File: config.mk
export PLATFORM = sky130hd
export DESIGN_NAME = asi_irq_status
export DESIGN_NICKNAME = d
export VERILOG_FILES = /design/src/shared/asi_pkg.sv /design/src/rtl/asi_irq_status.sv
export VERILOG_INCLUDE_DIRS = /design/src /design/src/shared
export SDC_FILE = /design/constraint.sdc
export NUM_CORES = 1
export LEC_CHECK = 0
export BUFFER_PORTS_ARGS = -buffer_cell sky130_fd_sc_hd__buf_2
export CAP_MARGIN = 20
export CORE_MARGIN = 10
export CORE_UTILIZATION = 49
export CTS_CLUSTER_SIZE = 25
export DETAILED_ROUTE_END_ITERATION = 7
export GPL_ROUTABILITY_DRIVEN = 0
export PLACE_DENSITY_LB_ADDON = 0.3
export SKIP_CTS_REPAIR_TIMING = 1
export SLEW_MARGIN = 10
export SYNTH_ARGS = -nofsm -noshare
export SYNTH_HDL_FRONTEND = slang
export SYNTH_SLANG_ARGS = --single-unit
File: constraint.sdc
create_clock -name i_sys_clk -period 3.2 [get_ports i_sys_clk]
set_input_delay 0.64 -clock i_sys_clk [delete_from_list [all_inputs] [get_ports i_sys_clk]]
set_output_delay 0.64 -clock i_sys_clk [all_outputs]
set_load 0.05 [all_outputs]
File: src/shared/asi_defines.svh
// Register offsets, field positions and reset values of the event block
// Assumes a seven-bit register address from the control port decoder
`ifndef ASI_DEFINES_SVH
`define ASI_DEFINES_SVH

`define ASI_ADDR_W 7
`define ASI_DATA_W 8

`define ASI_ADDR_RX_ERR_EN 7'h19
`define ASI_ADDR_CERR_STATUS 7'h1a
`define ASI_ADDR_CERR_EN 7'h1b
`define ASI_ADDR_SUM_STATUS 7'h1c
`define ASI_ADDR_SUM_EN 7'h1d

// Converter error status fields
`define ASI_CERR_STARVE 3
`define ASI_CERR_CLIP_L 2
`define ASI_CERR_CLIP_R 1
`define ASI_CERR_MUTE 0
`define ASI_CERR_EN_WMASK 8'h07

// Summary status fields
`define ASI_SUM_CONVERTER 7
`define ASI_SUM_TX_COLL 6
`define ASI_SUM_TX_USER 5
`define ASI_SUM_TX_DONE 4
`define ASI_SUM_RX_MISMATCH 3
`define ASI_SUM_RX_USER 2
`define ASI_SUM_RX_STATUS 1
`define ASI_SUM_RECEIVER 0
`define ASI_SUM_EN_WMASK 8'hf7
`define ASI_SUM_IRQ_CAPABLE 8'hf7

`define ASI_RST_BYTE 8'h00
`define ASI_RST_BIT 1'b0

`endif

File: src/shared/asi_pkg.sv
// Types shared by the event gathering block
// Assumes asi_defines.svh sits on the include path
`include "asi_defines.svh"

package asi_pkg;
	typedef logic [`ASI_DATA_W-1:0] asi_byte_t;
	typedef logic [`ASI_ADDR_W-1:0] asi_addr_t;
endpackage

File: src/rtl/asi_irq_status.sv
// Sticky event status, enable masks and the host interrupt request
// Assumes every event input comes from logic on i_sys_clk, so no syncs
`include "asi_defines.svh"

// What this block does
// - Starvation event sets converter starvation flag
// - Left clip sticky until converter status read
// - Right clip sticky until converter status read
// - Mute bit live; re-interrupts only on change
// - Converter enable bits 2..0; rest reserved
// - Summary bit 7 on enabled converter event
// - Bit 6 on write during copy
// - Bit 5 on transmit buffer empty, sticky
// - Bit 4 on status block sent, sticky
// - Bit 3 on A/B mismatch, no interrupt
// - Bit 2 on new user block, sticky
// - Bit 1 per block or change, by config
// - Bit 0 on enabled receiver error
// - Summary enables 7..4,2..0; bit 3 reserved
// - Converter status read-only, bits 7..4 zero
// - Each receiver error has its enable bit
module asi_irq_status
	import asi_pkg::*;
(
	input wire logic i_sys_clk,
	input wire logic i_rst_b,
	input wire logic i_ce,
	input wire asi_addr_t i_addr,
	input wire logic i_rd,
	input wire logic i_wr,
	input wire asi_byte_t i_wr_data,
	output asi_byte_t o_rd_data,
	output logic o_rd_valid,
	input wire logic i_starve_evt,
	input wire logic i_clip_l_evt,
	input wire logic i_clip_r_evt,
	input wire logic i_fast_mode,
	input wire logic i_tx_cs_write,
	input wire logic i_tx_cs_copying,
	input wire logic i_tx_user_empty_evt,
	input wire logic i_tx_cs_done_evt,
	input wire logic i_rx_mismatch_evt,
	input wire logic i_rx_user_new_evt,
	input wire logic i_rx_cs_block_evt,
	input wire logic i_rx_cs_changed_evt,
	input wire logic i_rx_status_change_only_cfg,
	input wire asi_byte_t i_rx_err_pending,
	output logic o_fast_mode_mute_flag,
	output logic o_irq
);

	logic rd_cerr;
	logic rd_sum;
	logic starve_q, starve_d;
	logic clip_l_q, clip_l_d;
	logic clip_r_q, clip_r_d;
	logic fast_q, fast_d;
	logic mute_pend_q, mute_pend_d;
	logic conv_irq;
	logic rx_irq;
	asi_byte_t cerr_status;
	asi_byte_t sum_set;
	asi_byte_t sum_q, sum_d;
	asi_byte_t cerr_en_q, cerr_en_d;
	asi_byte_t sum_en_q, sum_en_d;
	asi_byte_t rx_en_q, rx_en_d;
	asi_byte_t rd_data_q, rd_data_d;
	logic rd_valid_q, rd_valid_d;
	logic irq_q, irq_d;

	// Converter flags
	always_comb
	begin
		rd_cerr = i_rd && (i_addr == `ASI_ADDR_CERR_STATUS);
		// A new event in the clearing read's cycle survives the clear
		starve_d = (starve_q && !rd_cerr) || i_starve_evt;
		clip_l_d = (clip_l_q && !rd_cerr) || i_clip_l_evt;
		clip_r_d = (clip_r_q && !rd_cerr) || i_clip_r_evt;
		fast_d = i_fast_mode;
		// Only a change of mode is news; a steady level is quiet after a read
		mute_pend_d = (mute_pend_q && !rd_cerr) ||
			(i_fast_mode != fast_q);
	end

	always_ff @(posedge i_sys_clk or negedge i_rst_b)
	begin
		if (!i_rst_b)
		begin
			starve_q <= `ASI_RST_BIT;
			clip_l_q <= `ASI_RST_BIT;
			clip_r_q <= `ASI_RST_BIT;
			fast_q <= `ASI_RST_BIT;
			mute_pend_q <= `ASI_RST_BIT;
		end
		else if (i_ce)
		begin
			starve_q <= starve_d;
			clip_l_q <= clip_l_d;
			clip_r_q <= clip_r_d;
			fast_q <= fast_d;
			mute_pend_q <= mute_pend_d;
		end
	end

	// Visible level for the host's optional output mute
	assign o_fast_mode_mute_flag = fast_q;

	// Summary status
	always_comb
	begin
		rd_sum = i_rd && (i_addr == `ASI_ADDR_SUM_STATUS);
		// Starvation carries no enable, so it never raises the summary
		conv_irq = (clip_l_q && cerr_en_q[`ASI_CERR_CLIP_L]) ||
			(clip_r_q && cerr_en_q[`ASI_CERR_CLIP_R]) ||
			(mute_pend_q && cerr_en_q[`ASI_CERR_MUTE]);
		rx_irq = |(i_rx_err_pending & rx_en_q);
		sum_set = `ASI_RST_BYTE;
		sum_set[`ASI_SUM_CONVERTER] = conv_irq;
		sum_set[`ASI_SUM_TX_COLL] = i_tx_cs_write && i_tx_cs_copying;
		sum_set[`ASI_SUM_TX_USER] = i_tx_user_empty_evt;
		sum_set[`ASI_SUM_TX_DONE] = i_tx_cs_done_evt;
		sum_set[`ASI_SUM_RX_MISMATCH] = i_rx_mismatch_evt;
		sum_set[`ASI_SUM_RX_USER] = i_rx_user_new_evt;
		sum_set[`ASI_SUM_RX_STATUS] = i_rx_status_change_only_cfg ?
			i_rx_cs_changed_evt : i_rx_cs_block_evt;
		sum_set[`ASI_SUM_RECEIVER] = rx_irq;
		sum_d = (sum_q & ~{`ASI_DATA_W{rd_sum}}) | sum_set;
		// Mismatch is masked out by the capable set, never by software
		irq_d = |(sum_q & sum_en_q & `ASI_SUM_IRQ_CAPABLE);
	end

	always_ff @(posedge i_sys_clk or negedge i_rst_b)
	begin
		if (!i_rst_b)
		begin
			sum_q <= `ASI_RST_BYTE;
			irq_q <= `ASI_RST_BIT;
		end
		else if (i_ce)
		begin
			sum_q <= sum_d;
			irq_q <= irq_d;
		end
	end

	assign o_irq = irq_q;

	// Enable registers; reserved bits drop on write and read back zero
	always_comb
	begin
		cerr_en_d = cerr_en_q;
		sum_en_d = sum_en_q;
		rx_en_d = rx_en_q;
		if (i_wr)
		begin
			unique case (i_addr)
				`ASI_ADDR_CERR_EN:
					cerr_en_d = i_wr_data & `ASI_CERR_EN_WMASK;
				`ASI_ADDR_SUM_EN:
					sum_en_d = i_wr_data & `ASI_SUM_EN_WMASK;
				`ASI_ADDR_RX_ERR_EN:
					rx_en_d = i_wr_data;
				default:
					cerr_en_d = cerr_en_q;
			endcase
		end
	end

	always_ff @(posedge i_sys_clk or negedge i_rst_b)
	begin
		if (!i_rst_b)
		begin
			cerr_en_q <= `ASI_RST_BYTE;
			sum_en_q <= `ASI_RST_BYTE;
			rx_en_q <= `ASI_RST_BYTE;
		end
		else if (i_ce)
		begin
			cerr_en_q <= cerr_en_d;
			sum_en_q <= sum_en_d;
			rx_en_q <= rx_en_d;
		end
	end

	// Read port; data shows the values before the read's own clear
	always_comb
	begin
		cerr_status = `ASI_RST_BYTE;
		cerr_status[`ASI_CERR_STARVE] = starve_q;
		cerr_status[`ASI_CERR_CLIP_L] = clip_l_q;
		cerr_status[`ASI_CERR_CLIP_R] = clip_r_q;
		cerr_status[`ASI_CERR_MUTE] = fast_q;
		rd_valid_d = i_rd;
		rd_data_d = `ASI_RST_BYTE;
		if (i_rd)
		begin
			unique case (i_addr)
				`ASI_ADDR_CERR_STATUS: rd_data_d = cerr_status;
				`ASI_ADDR_CERR_EN: rd_data_d = cerr_en_q;
				`ASI_ADDR_SUM_STATUS: rd_data_d = sum_q;
				`ASI_ADDR_SUM_EN: rd_data_d = sum_en_q;
				`ASI_ADDR_RX_ERR_EN: rd_data_d = rx_en_q;
				default: rd_data_d = `ASI_RST_BYTE;
			endcase
		end
	end

	always_ff @(posedge i_sys_clk or negedge i_rst_b)
	begin
		if (!i_rst_b)
		begin
			rd_data_q <= `ASI_RST_BYTE;
			rd_valid_q <= `ASI_RST_BIT;
		end
		else if (i_ce)
		begin
			rd_data_q <= rd_data_d;
			rd_valid_q <= rd_valid_d;
		end
	end

	assign o_rd_data = rd_data_q;
	assign o_rd_valid = rd_valid_q;

	AST_STARVE_SET: assert property (
		@(posedge i_sys_clk) disable iff (!i_rst_b)
		(i_ce && i_starve_evt) |=> starve_q)
		else $error("starvation event lost");

	AST_CLIP_L_HOLD: assert property (
		@(posedge i_sys_clk) disable iff (!i_rst_b)
		(clip_l_q && !(i_ce && rd_cerr)) |=> clip_l_q)
		else $error("left clip dropped without a read");

	AST_CLIP_R_SET: assert property (
		@(posedge i_sys_clk) disable iff (!i_rst_b)
		(i_ce && i_clip_r_evt && rd_cerr) |=> clip_r_q)
		else $error("right clip lost to a clearing read");

	AST_MUTE_CHANGE: assert property (
		@(posedge i_sys_clk) disable iff (!i_rst_b)
		(i_ce && (i_fast_mode != fast_q)) |=> mute_pend_q)
		else $error("mode change raised no pending mute");

	AST_CONV_SUMMARY: assert property (
		@(posedge i_sys_clk) disable iff (!i_rst_b)
		(i_ce && clip_l_q && cerr_en_q[`ASI_CERR_CLIP_L])
		|=> sum_q[`ASI_SUM_CONVERTER])
		else $error("enabled left clip gave no summary bit");

	AST_COLLISION: assert property (
		@(posedge i_sys_clk) disable iff (!i_rst_b)
		(i_ce && i_tx_cs_write && i_tx_cs_copying)
		|=> sum_q[`ASI_SUM_TX_COLL])
		else $error("collision not flagged");

	AST_SUM_STICKY: assert property (
		@(posedge i_sys_clk) disable iff (!i_rst_b)
		(i_ce && !rd_sum) |=> ((sum_q & $past(sum_q)) == $past(sum_q)))
		else $error("status bit cleared without a read");

	AST_RX_STATUS_MODE: assert property (
		@(posedge i_sys_clk) disable iff (!i_rst_b)
		(i_ce && !i_rx_status_change_only_cfg && i_rx_cs_block_evt)
		|=> sum_q[`ASI_SUM_RX_STATUS])
		else $error("new status block not flagged");

	AST_RECEIVER_SUM: assert property (
		@(posedge i_sys_clk) disable iff (!i_rst_b)
		(i_ce && |(i_rx_err_pending & rx_en_q))
		|=> sum_q[`ASI_SUM_RECEIVER])
		else $error("enabled receiver error gave no summary");

	AST_MISMATCH_QUIET: assert property (
		@(posedge i_sys_clk) disable iff (!i_rst_b)
		(i_ce && ((sum_q & sum_en_q & `ASI_SUM_IRQ_CAPABLE) == 8'h00))
		|=> !o_irq)
		else $error("request raised with no enabled bit");

	AST_IRQ_RAISE: assert property (
		@(posedge i_sys_clk) disable iff (!i_rst_b)
		(i_ce && sum_q[`ASI_SUM_TX_DONE] && sum_en_q[`ASI_SUM_TX_DONE])
		|=> o_irq)
		else $error("enabled status bit raised no request");

	AST_READ_DATA: assert property (
		@(posedge i_sys_clk) disable iff (!i_rst_b)
		(i_ce && rd_cerr) |=> (o_rd_valid && o_rd_data[7:4] == 4'h0 &&
		o_rd_data[`ASI_CERR_CLIP_L] == $past(clip_l_q)))
		else $error("converter status read back wrong");

endmodule // asi_irq_status

==> results.yml <==
status:
  status: "complete, no violations"
critical_path:
  worstSetupEndpointType: "flop"
  worstSetupPathType: "in2reg"
  startpoint_type: "input port"
  r2r_setup_slack_ns: 1.95
  cpPeakStageDelay_ns: 0.41
  worst-path-max-fanout: 7
  path_cells: "buf_2 -> nand4bb_4 -> nor2_1 -> and3_1 -> mux2_2"
  cp.required_ns: 3.38
  reg2reg_from: "sum_en_q[2]"
  crit_slowest_cell: "and3_1"
  crit_arrival_ns: 2.06
  ff2ff_path_depth: 4
  worst_r2r_endpoint: "o_rd_data[2]"
routing:
  routed_wl_um: 4810
  initialDrtViolationCount: 116
  num_vias: 1526
  ant_nets: 0
  routed_via_density: 5.87
  drc_errors: 0
  wl_per_cell_um: 18.5
  first_pass_iters: 4
synthesis:
  yosys_warnings: 0
  synth_top_area_share_pct: 52.6
  synthArstFlopShare_pct: 100
  yosysTopAreaCell: "dfrtp_1"
  synthCells: 161
  seq_area_frac_synth_pct: 52.6
  synth_ff_type: "dfrtp_1"
  synthTopCellsByArea: "dfrtp_1 53%, mux2_2 13%, a22o_1 4.5%"
  netlist_area_um2: 1950
  ys_types: 32
  avgSynthCellArea_um2: 12.1
  synth_edf_count: 0
  syn_nets: 202
  ys_ff_latch: 41
timing:
  tightest_slew_ns: 0.864
  hold_viol_final: 0
  setup_tns_ns: 0
  rsz0062_at_grt: "false"
  fin_crit_sh_pct: 58.9
  maxClockFrequency_mhz: 531
  slew_headroom_pct: 42.4
  drv_slew: 0
  worst_clock_skew_ns: 0.00452
  setup_violations: 0
  layout_min_cycle_time_ns: 1.88
  hold_slack_ns: 0.460
global_route:
  grt_max_degree: 42
  grt_usage_pct: 13.7
  grt_pass1_wl_um: 7860
  antenna_found_initial: 0
  overflow: 0
  grt_pass1_vias: 1633
floorplan:
  dieArea_um2: 6910
  dieWidth_um: 83.1
  die_h_um: 83.1
  coreArea_um2: 3740
  core.rowCount: 22
  boundaryPins: 52
  start_util_pct: 52.1
layout:
  diodes: 0
  final_cell_area_um2: 2310
  fin_nets: 252
  fin_util_pct: 61.8
  drive_above_1_share_pct: 38.2
  area_growth_pct: 18.5
power_and_ir_drop:
  p_leak_nw: 1.11
  power.density_nw_per_um2: 439
  vdd_ir_drop_max_uv: 352
  switching_share_pct: 25.7
  p_int_mw: 0.755
  switchingPower_mw: 0.261
  power_mw: 1.02
  seqPwrFrac_pct: 55.4
  pwr-share-clk_pct: 31.2
  pwr-share-comb_pct: 13.4
clock_network:
  cts_max_level: 2
  numCtsBuffers: 5
  clk_path_buf_depth: 2
  cts_tree: "yes"
  path_clk_slew_ns: 0.07
  root_buffer: "clkbuf_8"
  clk_latency_ns: 0.29
  clock_sinks: 41
placement:
  placed_area_um2: 2230
  dp_hpwl_um: 3710
  io_buffers: 51
min_path:
  hold_path_class: "in2async"
job:
  max_cap_viol_count: 0
## area by class of cell
class | count | area, um^2
Clock buffer | 8 | 80.1
Fill cell | 315 | 1430
Inverter | 6 | 22.5
Multi-Input combinational cell | 106 | 870
Sequential cell | 41 | 1030
Tap cell | 48 | 60.1
Timing Repair Buffer | 51 | 255
## power groups by stage
| stage | clock network [mW] | registers (mW) | logic (mW) |
|---|---|---|---|
| 2_1_floorplan | 0 | 0.584 | 0.0625 |
| 3_5_place_dp | 0 | 0.571 | 0.137 |
| 5_1_grt | 0.345 | 0.565 | 0.149 |
| 6_report | 0.317 | 0.563 | 0.136 |
| 3_3_place_gp | 0 | 0.570 | 0.133 |
| 4_1_cts | 0.328 | 0.562 | 0.137 |
## stage by stage
step	cells	setup WS, ns
finish	260	1.32
global route	260	1.24
CTS	260	1.35
detailed placement	252	1.04
global placement	252	1.09
floorplan	161	1.25
## critical path: cells and delay by family
kind,cells,cell delay (ns)
multiplexers,1,0.38
AND/OR/NAND/NOR,3,0.93
buffers and inverters,1,0.09
## synth_stat cells (2+ instances only)
cell / number
a21oi_1: 2
a221o_1: 2
a221oi_1: 2
a222oi_1: 2
a22o_1: 10
a22oi_1: 6
a31oi_1: 3
and3_1: 2
buf_2: 3
clkbuf_1: 5
dfrtp_1: 41
inv_1: 6
mux2_2: 22
mux2i_1: 6
nand2_1: 6
nand3_1: 5
nand3b_1: 7
nor2_1: 4
nor3_1: 3
o21ai_0: 9
o2bb2ai_1: 4
## cell usage in the layout, fill, tap and decap left out, types with 6 or more instances in the layout
master and instances:
mux2i_1 6, mux2_2 22, a22o_1 10, nand3b_1 7, a22oi_1 6, inv_1 6
buf_2 51, dfrtp_1 41, nand2_1 6, o21ai_0 9
## how the worst max path moves through the flow
stage	slack, ns	startpoint	end
floorplan	1.25	i_addr[6]	cerr_en_q[0]
global placement	1.09	i_addr[6]	cerr_en_q[1]
detailed placement	1.04	i_addr[6]	cerr_en_q[1]
CTS	1.35	i_addr[6]	cerr_en_q[1]
global route	1.24	i_addr[6]	sum_en_q[1]
finish	1.32	i_addr[6]	sum_en_q[1]
## kinds of logic (layout without fill, tap and decap cells)
logic type | count (synthesis) | after routing | share of synthesized area, %
buf+inv | 14 | 65 | 2.88
simple gates | 33 | 33 | 11.0
flops | 41 | 41 | 52.6
mux | 28 | 28 | 15.8
xor+xnor | 1 | 1 | 0.449
compound gates | 44 | 44 | 17.3
## layer usage
metal / wire, um / track usage [%]
met5: 0 / 0
met4: 138 / 6.92
met3: 376 / 4.39
met2: 2160 / 21.3
met1: 2130 / 16.6
## state kept, by name, indices dropped and copies added (netlist names)
| register | cells |
|---|---|
| sum_q | 8 |
| o_irq | 1 |
| clip_r_q | 1 |
| rx_en_q | 8 |
| clip_l_q | 1 |
| starve_q | 1 |
| sum_en_q | 7 |
| o_rd_valid | 1 |
| mute_pend_q | 1 |
| cerr_en_q | 3 |
| o_rd_data | 8 |
| o_fast_mode_mute_flag | 1 |
(Power assumes the default switching activity.)
